<file path="src/logic/acrr_pkg.sv">
// Package for the converter control and result register block.
// Assumes a 32-bit Avalon-MM slave port with byte addresses and one clock domain.
package acrr_pkg;

    // Register byte offsets, one aligned word each
    localparam int ACRR_ADDR_W = 5;
    localparam logic [ACRR_ADDR_W-1:0] ACRR_OFS_STATUS = 5'h00;
    localparam logic [ACRR_ADDR_W-1:0] ACRR_OFS_HIGH = 5'h04;
    localparam logic [ACRR_ADDR_W-1:0] ACRR_OFS_LOW = 5'h08;
    localparam logic [ACRR_ADDR_W-1:0] ACRR_OFS_CLOCK = 5'h0C;

    // Status/control field positions
    localparam int ACRR_DONE_BIT = 7;
    localparam int ACRR_IRQEN_BIT = 6;
    localparam int ACRR_CONT_BIT = 5;
    localparam int ACRR_CHAN_MSB = 4;

    // Clock/format field positions
    localparam int ACRR_PRESC_MSB = 7;
    localparam int ACRR_PRESC_LSB = 5;
    localparam int ACRR_ICLK_BIT = 4;
    localparam int ACRR_MODE_MSB = 3;
    localparam int ACRR_MODE_LSB = 2;

    // Channel codes
    localparam logic [4:0] ACRR_CH_LAST_PIN = 5'h07;
    localparam logic [4:0] ACRR_CH_REF_HIGH = 5'h1D;
    localparam logic [4:0] ACRR_CH_REF_LOW = 5'h1E;
    localparam logic [4:0] ACRR_CH_OFF = 5'h1F;

    // Justification codes
    localparam logic [1:0] ACRR_MODE_TRUNC = 2'h0;
    localparam logic [1:0] ACRR_MODE_RIGHT = 2'h1;
    localparam logic [1:0] ACRR_MODE_LEFT = 2'h2;
    localparam logic [1:0] ACRR_MODE_SIGNED = 2'h3;

    // Reset values
    localparam logic [7:0] ACRR_STATUS_RST = 8'h1F;
    localparam logic [7:0] ACRR_CLOCK_RST = 8'h04;

    // Divider terminal counts, one less than the ratio
    localparam logic [3:0] ACRR_DIV_LAST_1 = 4'h0;
    localparam logic [3:0] ACRR_DIV_LAST_2 = 4'h1;
    localparam logic [3:0] ACRR_DIV_LAST_4 = 4'h3;
    localparam logic [3:0] ACRR_DIV_LAST_8 = 4'h7;
    localparam logic [3:0] ACRR_DIV_LAST_16 = 4'hF;

    // Converter clock cycles per conversion, last index
    localparam logic [3:0] ACRR_CONV_LAST = 4'hF;

    typedef struct packed {
        logic [7:0] high;
        logic [7:0] low;
    } acrr_result_t;

    typedef struct packed {
        logic [7:0] analog;
        logic ref_high;
        logic ref_low;
        logic power_down;
    } acrr_select_t;

    typedef enum logic {ACRR_IDLE, ACRR_CONVERT} acrr_state_t;

endpackage

</file>
<file path="src/logic/acrr_core.sv">
// Control, clocking and result registers of an eight-channel 10-bit converter.
// Assumes the analog core presents its 10-bit result on conv_result_i, on core_clk_i,
// valid at the last converter tick; the oscillator clock arrives asynchronously.
`timescale 1ns/10ps
`default_nettype none
module acrr_core
    import acrr_pkg::*;
(
    input wire logic core_clk_i,
    input wire logic rst_b_i,
    input wire logic [ACRR_ADDR_W-1:0] avs_address_i,
    input wire logic avs_read_i,
    input wire logic avs_write_i,
    input wire logic [31:0] avs_writedata_i,
    input wire logic [3:0] avs_byteenable_i,
    output logic [31:0] avs_readdata_o,
    output logic avs_waitrequest_o,
    input wire logic crystal_osc_clock_i,
    input wire logic [9:0] conv_result_i,
    output logic conv_start_o,
    output logic conv_tick_o,
    output logic conv_active_o,
    output logic [7:0] analog_select_o,
    output logic high_ref_select_o,
    output logic low_ref_select_o,
    output logic conv_power_down_o,
    output logic done_irq_o
);

    function automatic logic [3:0] div_last(input logic [2:0] code);
        logic [3:0] last;
        last = ACRR_DIV_LAST_16;
        if (!code[2]) begin
            case (code[1:0])
                2'h0: last = ACRR_DIV_LAST_1;
                2'h1: last = ACRR_DIV_LAST_2;
                2'h2: last = ACRR_DIV_LAST_4;
                default: last = ACRR_DIV_LAST_8;
            endcase
        end
        return last;
    endfunction

    function automatic acrr_select_t decode_channel(input logic [4:0] code);
        acrr_select_t sel;
        sel = '0;
        if (code <= ACRR_CH_LAST_PIN) begin
            sel.analog[code[2:0]] = 1'b1;
        end else if (code == ACRR_CH_REF_HIGH) begin
            sel.ref_high = 1'b1;
        end else if (code == ACRR_CH_REF_LOW) begin
            sel.ref_low = 1'b1;
        end else if (code == ACRR_CH_OFF) begin
            sel.power_down = 1'b1;
        end
        // Unused codes select nothing, so their result is undefined
        return sel;
    endfunction

    function automatic acrr_result_t format_result(input logic [1:0] mode, input logic [9:0] res);
        acrr_result_t fmt;
        fmt = '0;
        case (mode)
            ACRR_MODE_TRUNC: fmt.low = res[9:2];
            ACRR_MODE_RIGHT: begin
                fmt.high = {6'h00, res[9:8]};
                fmt.low = res[7:0];
            end
            ACRR_MODE_LEFT: begin
                fmt.high = res[9:2];
                fmt.low = {res[1:0], 6'h00};
            end
            default: begin
                fmt.high = {~res[9], res[8:2]};
                fmt.low = {res[1:0], 6'h00};
            end
        endcase
        return fmt;
    endfunction

    logic avs_waitrequest_reg;
    logic [31:0] avs_readdata_reg;
    logic done_irq_enable;
    logic continuous_convert;
    logic [4:0] channel_select;
    logic [2:0] clock_prescaler;
    logic input_clock_select;
    logic [1:0] justify_sel;
    logic conversion_done_flag_reg;
    logic irq_pend_reg;
    logic lock_reg;
    logic [7:0] result_high_reg;
    logic [7:0] result_low_reg;
    logic osc_sync1_reg, osc_sync2_reg, osc_prev_reg;
    logic [3:0] div_cnt_reg;
    logic [3:0] tick_cnt_reg;
    acrr_state_t state_reg;
    logic active_reg;
    logic start_reg;
    logic conv_tick_reg;
    acrr_select_t select_reg;

    logic accept, wr_en, wr_status, wr_clock, rd_high, rd_low, rd_data;
    logic in_tick, adc_tick, conv_end, store_ok;
    logic [7:0] rd_mux;
    acrr_result_t fmt_now;

    // Bus slave: every access gets exactly one wait cycle, so side effects happen once
    assign accept = (avs_read_i | avs_write_i) & avs_waitrequest_reg;
    assign wr_en = accept & avs_write_i & avs_byteenable_i[0];
    assign wr_status = wr_en && (avs_address_i == ACRR_OFS_STATUS);
    assign wr_clock = wr_en && (avs_address_i == ACRR_OFS_CLOCK);
    assign rd_high = accept && avs_read_i && (avs_address_i == ACRR_OFS_HIGH);
    assign rd_low = accept && avs_read_i && (avs_address_i == ACRR_OFS_LOW);
    assign rd_data = rd_high | rd_low;

    always_ff @(posedge core_clk_i or negedge rst_b_i) begin
        if (!rst_b_i) begin
            avs_waitrequest_reg <= 1'b1;
        end else begin
            avs_waitrequest_reg <= !accept;
        end
    end

    always_comb begin
        rd_mux = 8'h00;
        case (avs_address_i)
            ACRR_OFS_STATUS: rd_mux = {conversion_done_flag_reg & ~done_irq_enable,
                                       done_irq_enable, continuous_convert, channel_select};
            ACRR_OFS_HIGH: rd_mux = result_high_reg;
            ACRR_OFS_LOW: rd_mux = result_low_reg;
            ACRR_OFS_CLOCK: rd_mux = {clock_prescaler, input_clock_select, justify_sel, 2'h0};
            default: rd_mux = 8'h00;
        endcase
    end

    always_ff @(posedge core_clk_i or negedge rst_b_i) begin
        if (!rst_b_i) begin
            avs_readdata_reg <= '0;
        end else if (accept && avs_read_i) begin
            avs_readdata_reg <= {24'h000000, rd_mux};
        end
    end

    // Status/control; the done flag position is ignored on write
    always_ff @(posedge core_clk_i or negedge rst_b_i) begin
        if (!rst_b_i) begin
            done_irq_enable <= ACRR_STATUS_RST[ACRR_IRQEN_BIT];
            continuous_convert <= ACRR_STATUS_RST[ACRR_CONT_BIT];
            channel_select <= ACRR_STATUS_RST[ACRR_CHAN_MSB:0];
        end else if (wr_status) begin
            done_irq_enable <= avs_writedata_i[ACRR_IRQEN_BIT];
            continuous_convert <= avs_writedata_i[ACRR_CONT_BIT];
            channel_select <= avs_writedata_i[ACRR_CHAN_MSB:0];
        end
    end

    always_ff @(posedge core_clk_i or negedge rst_b_i) begin
        if (!rst_b_i) begin
            clock_prescaler <= ACRR_CLOCK_RST[ACRR_PRESC_MSB:ACRR_PRESC_LSB];
            input_clock_select <= ACRR_CLOCK_RST[ACRR_ICLK_BIT];
            justify_sel <= ACRR_CLOCK_RST[ACRR_MODE_MSB:ACRR_MODE_LSB];
        end else if (wr_clock) begin
            clock_prescaler <= avs_writedata_i[ACRR_PRESC_MSB:ACRR_PRESC_LSB];
            input_clock_select <= avs_writedata_i[ACRR_ICLK_BIT];
            justify_sel <= avs_writedata_i[ACRR_MODE_MSB:ACRR_MODE_LSB];
        end
    end

    // Input mux drives straight from the written code
    always_ff @(posedge core_clk_i or negedge rst_b_i) begin
        if (!rst_b_i) begin
            select_reg <= decode_channel(ACRR_STATUS_RST[ACRR_CHAN_MSB:0]);
        end else if (wr_status) begin
            select_reg <= decode_channel(avs_writedata_i[ACRR_CHAN_MSB:0]);
        end
    end

    // Oscillator is asynchronous; only its synchronised copy feeds edge detection
    always_ff @(posedge core_clk_i or negedge rst_b_i) begin
        if (!rst_b_i) begin
            osc_sync1_reg <= 1'b0;
            osc_sync2_reg <= 1'b0;
            osc_prev_reg <= 1'b0;
        end else begin
            osc_sync1_reg <= crystal_osc_clock_i;
            osc_sync2_reg <= osc_sync1_reg;
            osc_prev_reg <= osc_sync2_reg;
        end
    end

    // Oscillator must run below half the bus clock or edges are missed
    assign in_tick = input_clock_select | (osc_sync2_reg & ~osc_prev_reg);
    assign adc_tick = in_tick && (div_cnt_reg == div_last(clock_prescaler));

    // Divider restarts with each conversion so sixteen ticks span sixteen periods
    always_ff @(posedge core_clk_i or negedge rst_b_i) begin
        if (!rst_b_i) begin
            div_cnt_reg <= '0;
        end else if (wr_status || adc_tick) begin
            div_cnt_reg <= '0;
        end else if (in_tick) begin
            div_cnt_reg <= div_cnt_reg + 4'h1;
        end
    end

    assign conv_end = (state_reg == ACRR_CONVERT) && adc_tick
                      && (tick_cnt_reg == ACRR_CONV_LAST) && !wr_status;

    always_ff @(posedge core_clk_i or negedge rst_b_i) begin
        if (!rst_b_i) begin
            state_reg <= ACRR_IDLE;
            active_reg <= 1'b0;
            tick_cnt_reg <= '0;
        end else if (wr_status) begin
            // A write abandons any conversion in flight
            tick_cnt_reg <= '0;
            if (avs_writedata_i[ACRR_CHAN_MSB:0] == ACRR_CH_OFF) begin
                state_reg <= ACRR_IDLE;
                active_reg <= 1'b0;
            end else begin
                state_reg <= ACRR_CONVERT;
                active_reg <= 1'b1;
            end
        end else begin
            case (state_reg)
                ACRR_CONVERT: begin
                    if (conv_end) begin
                        tick_cnt_reg <= '0;
                        state_reg <= continuous_convert ? ACRR_CONVERT : ACRR_IDLE;
                        active_reg <= continuous_convert;
                    end else if (adc_tick) begin
                        tick_cnt_reg <= tick_cnt_reg + 4'h1;
                    end
                end
                default: begin
                    state_reg <= ACRR_IDLE;
                    active_reg <= 1'b0;
                end
            endcase
        end
    end

    always_ff @(posedge core_clk_i or negedge rst_b_i) begin
        if (!rst_b_i) begin
            start_reg <= 1'b0;
            conv_tick_reg <= 1'b0;
        end else begin
            start_reg <= wr_status && (avs_writedata_i[ACRR_CHAN_MSB:0] != ACRR_CH_OFF);
            conv_tick_reg <= adc_tick && (state_reg == ACRR_CONVERT);
        end
    end

    // Result registers; outside truncation mode a high read in the same cycle also blocks the store
    assign fmt_now = format_result(justify_sel, conv_result_i);
    assign store_ok = (justify_sel == ACRR_MODE_TRUNC) || (!lock_reg && !rd_high);

    always_ff @(posedge core_clk_i or negedge rst_b_i) begin
        if (!rst_b_i) begin
            result_high_reg <= '0;
            result_low_reg <= '0;
        end else if (conv_end && store_ok) begin
            result_high_reg <= fmt_now.high;
            result_low_reg <= fmt_now.low;
        end
    end

    always_ff @(posedge core_clk_i or negedge rst_b_i) begin
        if (!rst_b_i) begin
            lock_reg <= 1'b0;
        end else if (justify_sel == ACRR_MODE_TRUNC) begin
            lock_reg <= 1'b0;
        end else if (rd_high) begin
            lock_reg <= 1'b1;
        end else if (rd_low) begin
            lock_reg <= 1'b0;
        end
    end

    // Set wins over a same-cycle data read
    always_ff @(posedge core_clk_i or negedge rst_b_i) begin
        if (!rst_b_i) begin
            conversion_done_flag_reg <= 1'b0;
        end else if (conv_end && !done_irq_enable) begin
            conversion_done_flag_reg <= 1'b1;
        end else if (rd_data || done_irq_enable) begin
            conversion_done_flag_reg <= 1'b0;
        end
    end

    always_ff @(posedge core_clk_i or negedge rst_b_i) begin
        if (!rst_b_i) begin
            irq_pend_reg <= 1'b0;
        end else if (conv_end && done_irq_enable) begin
            irq_pend_reg <= 1'b1;
        end else if (rd_data || wr_status) begin
            irq_pend_reg <= 1'b0;
        end
    end

    assign avs_waitrequest_o = avs_waitrequest_reg;
    assign avs_readdata_o = avs_readdata_reg;
    assign conv_start_o = start_reg;
    assign conv_tick_o = conv_tick_reg;
    assign conv_active_o = active_reg;
    assign analog_select_o = select_reg.analog;
    assign high_ref_select_o = select_reg.ref_high;
    assign low_ref_select_o = select_reg.ref_low;
    assign conv_power_down_o = select_reg.power_down;
    assign done_irq_o = irq_pend_reg;
endmodule
`default_nettype wire

</file>
<file path="config.mk">
export PLATFORM = sky130hd
export DESIGN_NAME = acrr_core
export DESIGN_NICKNAME = d
export VERILOG_FILES = /design/src/logic/acrr_pkg.sv /design/src/logic/acrr_core.sv
export SDC_FILE = /design/constraint.sdc
export NUM_CORES = 1
export LEC_CHECK = 0
export BUFFER_PORTS_ARGS = -buffer_cell sky130_fd_sc_hd__buf_2
export CORE_MARGIN = 2
export CORE_UTILIZATION = 48
export CTS_BUF_LIST = sky130_fd_sc_hd__clkbuf_4
export CTS_CLUSTER_DIAMETER = 60
export DETAILED_ROUTE_END_ITERATION = 6
export PLACE_DENSITY_LB_ADDON = 0.25
export SYNTH_ARGS = -nofsm -noshare
export SYNTH_HDL_FRONTEND = slang
export SYNTH_SLANG_ARGS = --single-unit
</file>
<file path="constraint.sdc">
create_clock -name core_clk_i -period 2.47 [get_ports core_clk_i]
set_input_delay 0.247 -clock core_clk_i [delete_from_list [all_inputs] [get_ports core_clk_i]]
set_output_delay 0.247 -clock core_clk_i [all_outputs]
set_load 0.02 [all_outputs]
</file>
==> results_dict.tcl <==
set metrics [dict create \
    status "finished, violations left" \
    failed_checks "hold timing" \
    syn-cell-area_um2 3360 \
    synth_area_leaders "dfrtp_1 44%, dfstp_2 6.2%, nand2_1 6.1%, mux2i_1 5.7%, buf_4 5.4%" \
    grt_max_degree 68 \
    netlist.area_leader.share_pct 43.9 \
    vias_per_cell 5.05 \
    critical_path_peak_fanout 16 \
    irDropWorstVdd_mv 0.577 \
    synth_area_leader_cell "dfrtp_1" \
    multi_input_comb_area_um2 1480 \
    critPathLaunchType "flip-flop" \
    grt_usage_pct 19.2 \
    postSynth.topFlopCell "dfrtp_1" \
    cellLeakagePower_nw 1.91 \
    dp.final_hpwl_mm 5.02 \
    place.gp.congestion 0.777 \
    cts_post_setup_buffers_inserted 0 \
    critical_path.top_delay_family "simple AND/OR/NAND/NOR gates" \
    grt_antenna_before_repair 0 \
    post_cts_resize_count 0 \
    cts.sinks 67 \
    firstDrtPassIters 4 \
    placeableCoreArea_um2 6790 \
    clock-root-buffer "clkbuf_4" \
    power.density_nw_per_um2 771 \
    critical_path_required_ps 2770 \
    start_util_pct 49.5 \
    yosys_warnings 0 \
    detail_route.wirelength_mm 6.80 \
    fill_cells 591 \
    setup_repair_after_global_routing_missed_its_margin "false" \
    slew_headroom_pct 44.1 \
    antenna-diode-count 0 \
    ant_nets 0 \
    worst_setup_hold_path_clk_slew_ps 110 \
    synth_seq_cells 67 \
    timing.final.max_slew_violations 0 \
    seq_area_frac_synth_pct 50.1 \
    syn2layout_area_growth_pct 14.8 \
    clockBufferDepth 2 \
    remaining_design_rule_violation_count 0 \
    ys_types 49 \
    arr_time_crit_path_ps 2610 \
    num_ports 104 \
    timing.setup.tns_ps 0 \
    area.sequential_um2 1690 \
    cp_slowest_cell "dfrtp_1" \
    max_clock_freq_ghz 0.434 \
    fp.dieArea_um2 7690 \
    cp_num_buf_inv 1 \
    worstSetupPathType "reg -> reg" \
    port-buffer-count 52 \
    cts_inserted_buffers 9 \
    count_of_flip_flops_with_a_built_in_enable_after_synthesis 0 \
    routedWlPerCell_um 14.3 \
    critical_path_cell_list "or3_4 -> a221oi_4 -> o211ai_4 -> nor3_4 -> buf_12 -> mux2_1" \
    die_y_um 87.7 \
    wire_length_of_the_first_global_routing_pass_mm 11.1 \
    async_flop_share_pct 100 \
    clock_latency_ps 420 \
    worstMarginPinSlew_ps 838 \
    critPathCaptureType "flip-flop" \
    worst_skew_ps 10.4 \
    period_share_pct 93.4 \
    fp-row-count 30 \
    max_cap_violations 0 \
    detail_route.iter0.violations 110 \
    chipWidth_um 87.7 \
    postLayoutCoreUtil_pct 56.9 \
    hold_violations 1 \
    finalWorstPathRequiredPeriod_ps 2310 \
    critical-path-max-stage-delay_ps 450 \
    layout-drive-gt1-share_pct 28.8 \
    num-nets-final 432 \
    cts_tree "yes" \
    detailroute.via_count 2397 \
    final-setup-viol-count 0 \
    worst_hold_slack_ps -0.903 \
    hold_class "in -> async" \
    synth.avg_cell_area_um2 10.9 \
    synthCells 309 \
    overflow 0 \
    h-tree-depth 3 \
    via_count_of_the_first_global_routing_pass 2275 \
]
area by class of cell:
cell class	count	share of cell area [%]
clock buffer	9	1.75
inverter	10	0.972
clock inverter	7	1.78
multi-input combinational	218	38.4
tap	96	3.11
sequential	67	43.7
timing repair buffer	68	10.4
Yosys cell counts, types with 3 or more instances:
library cell,number
clkbuf_1,10
buf_4,24
xnor2_1,3
mux4_2,5
mux2i_1,19
mux2_1,6
nand2b_1,3
o41ai_1,3
inv_1,10
o21ai_0,10
nor2_1,21
nor2b_1,3
xor2_1,4
a21oi_1,4
o31ai_1,8
dfrtp_1,59
nand2_1,55
mux2_2,9
dfstp_2,8
a22o_1,10
repair_timing:
action / 4_1_cts / 5_1_grt
setup endpoints to repair: 0 / 0
endpoints found under the hold margin: 2 / 0
hold buffers: 3 / 0
stage by stage:
stage / area (um2) / hold slack [ps] / setup slack, ps / std cells / total power, mW
after floorplan: 3450 / -48.6 / 136 / 332 / 2.05
after global placement: 3700 / 335 / 211 / 456 / 2.24
after detailed placement: 3700 / 336 / 139 / 456 / 2.29
after CTS: 3860 / 16.6 / 132 / 475 / 3.01
after global routing: 3860 / 41.1 / 63.6 / 475 / 3.17
final: 3860 / -0.903 / 164 / 475 / 2.98
logic make-up after synthesis:
group / share of synthesized area [%]
AO/OA/AOI/OAI: 11.6
XOR/XNOR: 1.82
AND/OR/NAND/NOR: 13.2
multiplexers: 14.0
buffers and inverters: 8.37
flip-flops: 50.1
adder cells (fa/ha/maj): 0.744
other: 0.111
per-layer routing:
layer / vias up / track usage (%) / part of all wire, %
met5: - / 0 / 0
met2: 76 / 28.7 / 46
met1: 1146 / 27.0 / 46
li1: 1160 / - / -
met4: 0 / 7.83 / 2.9
met3: 15 / 4.81 / 4.4
path summary, 6_finish.rpt:
kind                       slack, ps                 to  cells after the start          startpoint
max                              160  result_low_reg[7]                      6  clock_prescaler[2]
min                             -0.9       conv_start_o                      2             rst_b_i
max reg2reg                      160  result_low_reg[7]                      6  clock_prescaler[2]
min reg2reg                      360      osc_sync2_reg                      0       osc_sync1_reg
max in group asynchronous       1920  result_low_reg[1]                      2             rst_b_i
min in group core_clk_i           40  channel_select[0]                      3  avs_writedata_i[0]
where the power goes:
part           switching [mW]  leakage, nW  internal (mW)
clock                   0.404       0.0717          0.304
sequential              0.154        0.843           1.31
combinational           0.437        0.999          0.369
total                   0.995         1.91           1.98
layout by cell type, fill, tap and decap left out, types with 2 or more instances in the layout:
master | netlist | layout
a22o_1 | 10 | 10
nor2b_1 | 3 | 3
dfstp_2 | 8 | 8
buf_4 | 24 | 12
o31ai_1 | 8 | 8
nand4_1 | 2 | 2
a21oi_1 | 4 | 4
buf_2 | 0 | 52
nor2_1 | 21 | 21
mux4_2 | 5 | 5
inv_1 | 10 | 10
xor2_1 | 4 | 4
mux2_1 | 6 | 6
nand2b_1 | 3 | 3
mux2i_1 | 19 | 19
o21ai_0 | 10 | 10
clkbuf_4 | 0 | 9
ha_1 | 2 | 2
dfrtp_1 | 59 | 59
a2bb2oi_1 | 2 | 2
or3_1 | 2 | 2
conb_1 | 1 | 24
mux2_2 | 9 | 9
clkinv_2 | 0 | 3
nand3_1 | 2 | 2
clkinvlp_4 | 0 | 2
dlygate4sd3_1 | 0 | 3
xnor2_1 | 3 | 3
o41ai_1 | 3 | 3
nand2_1 | 55 | 55
No activity file was read; power rests on OpenSTA's default activity.
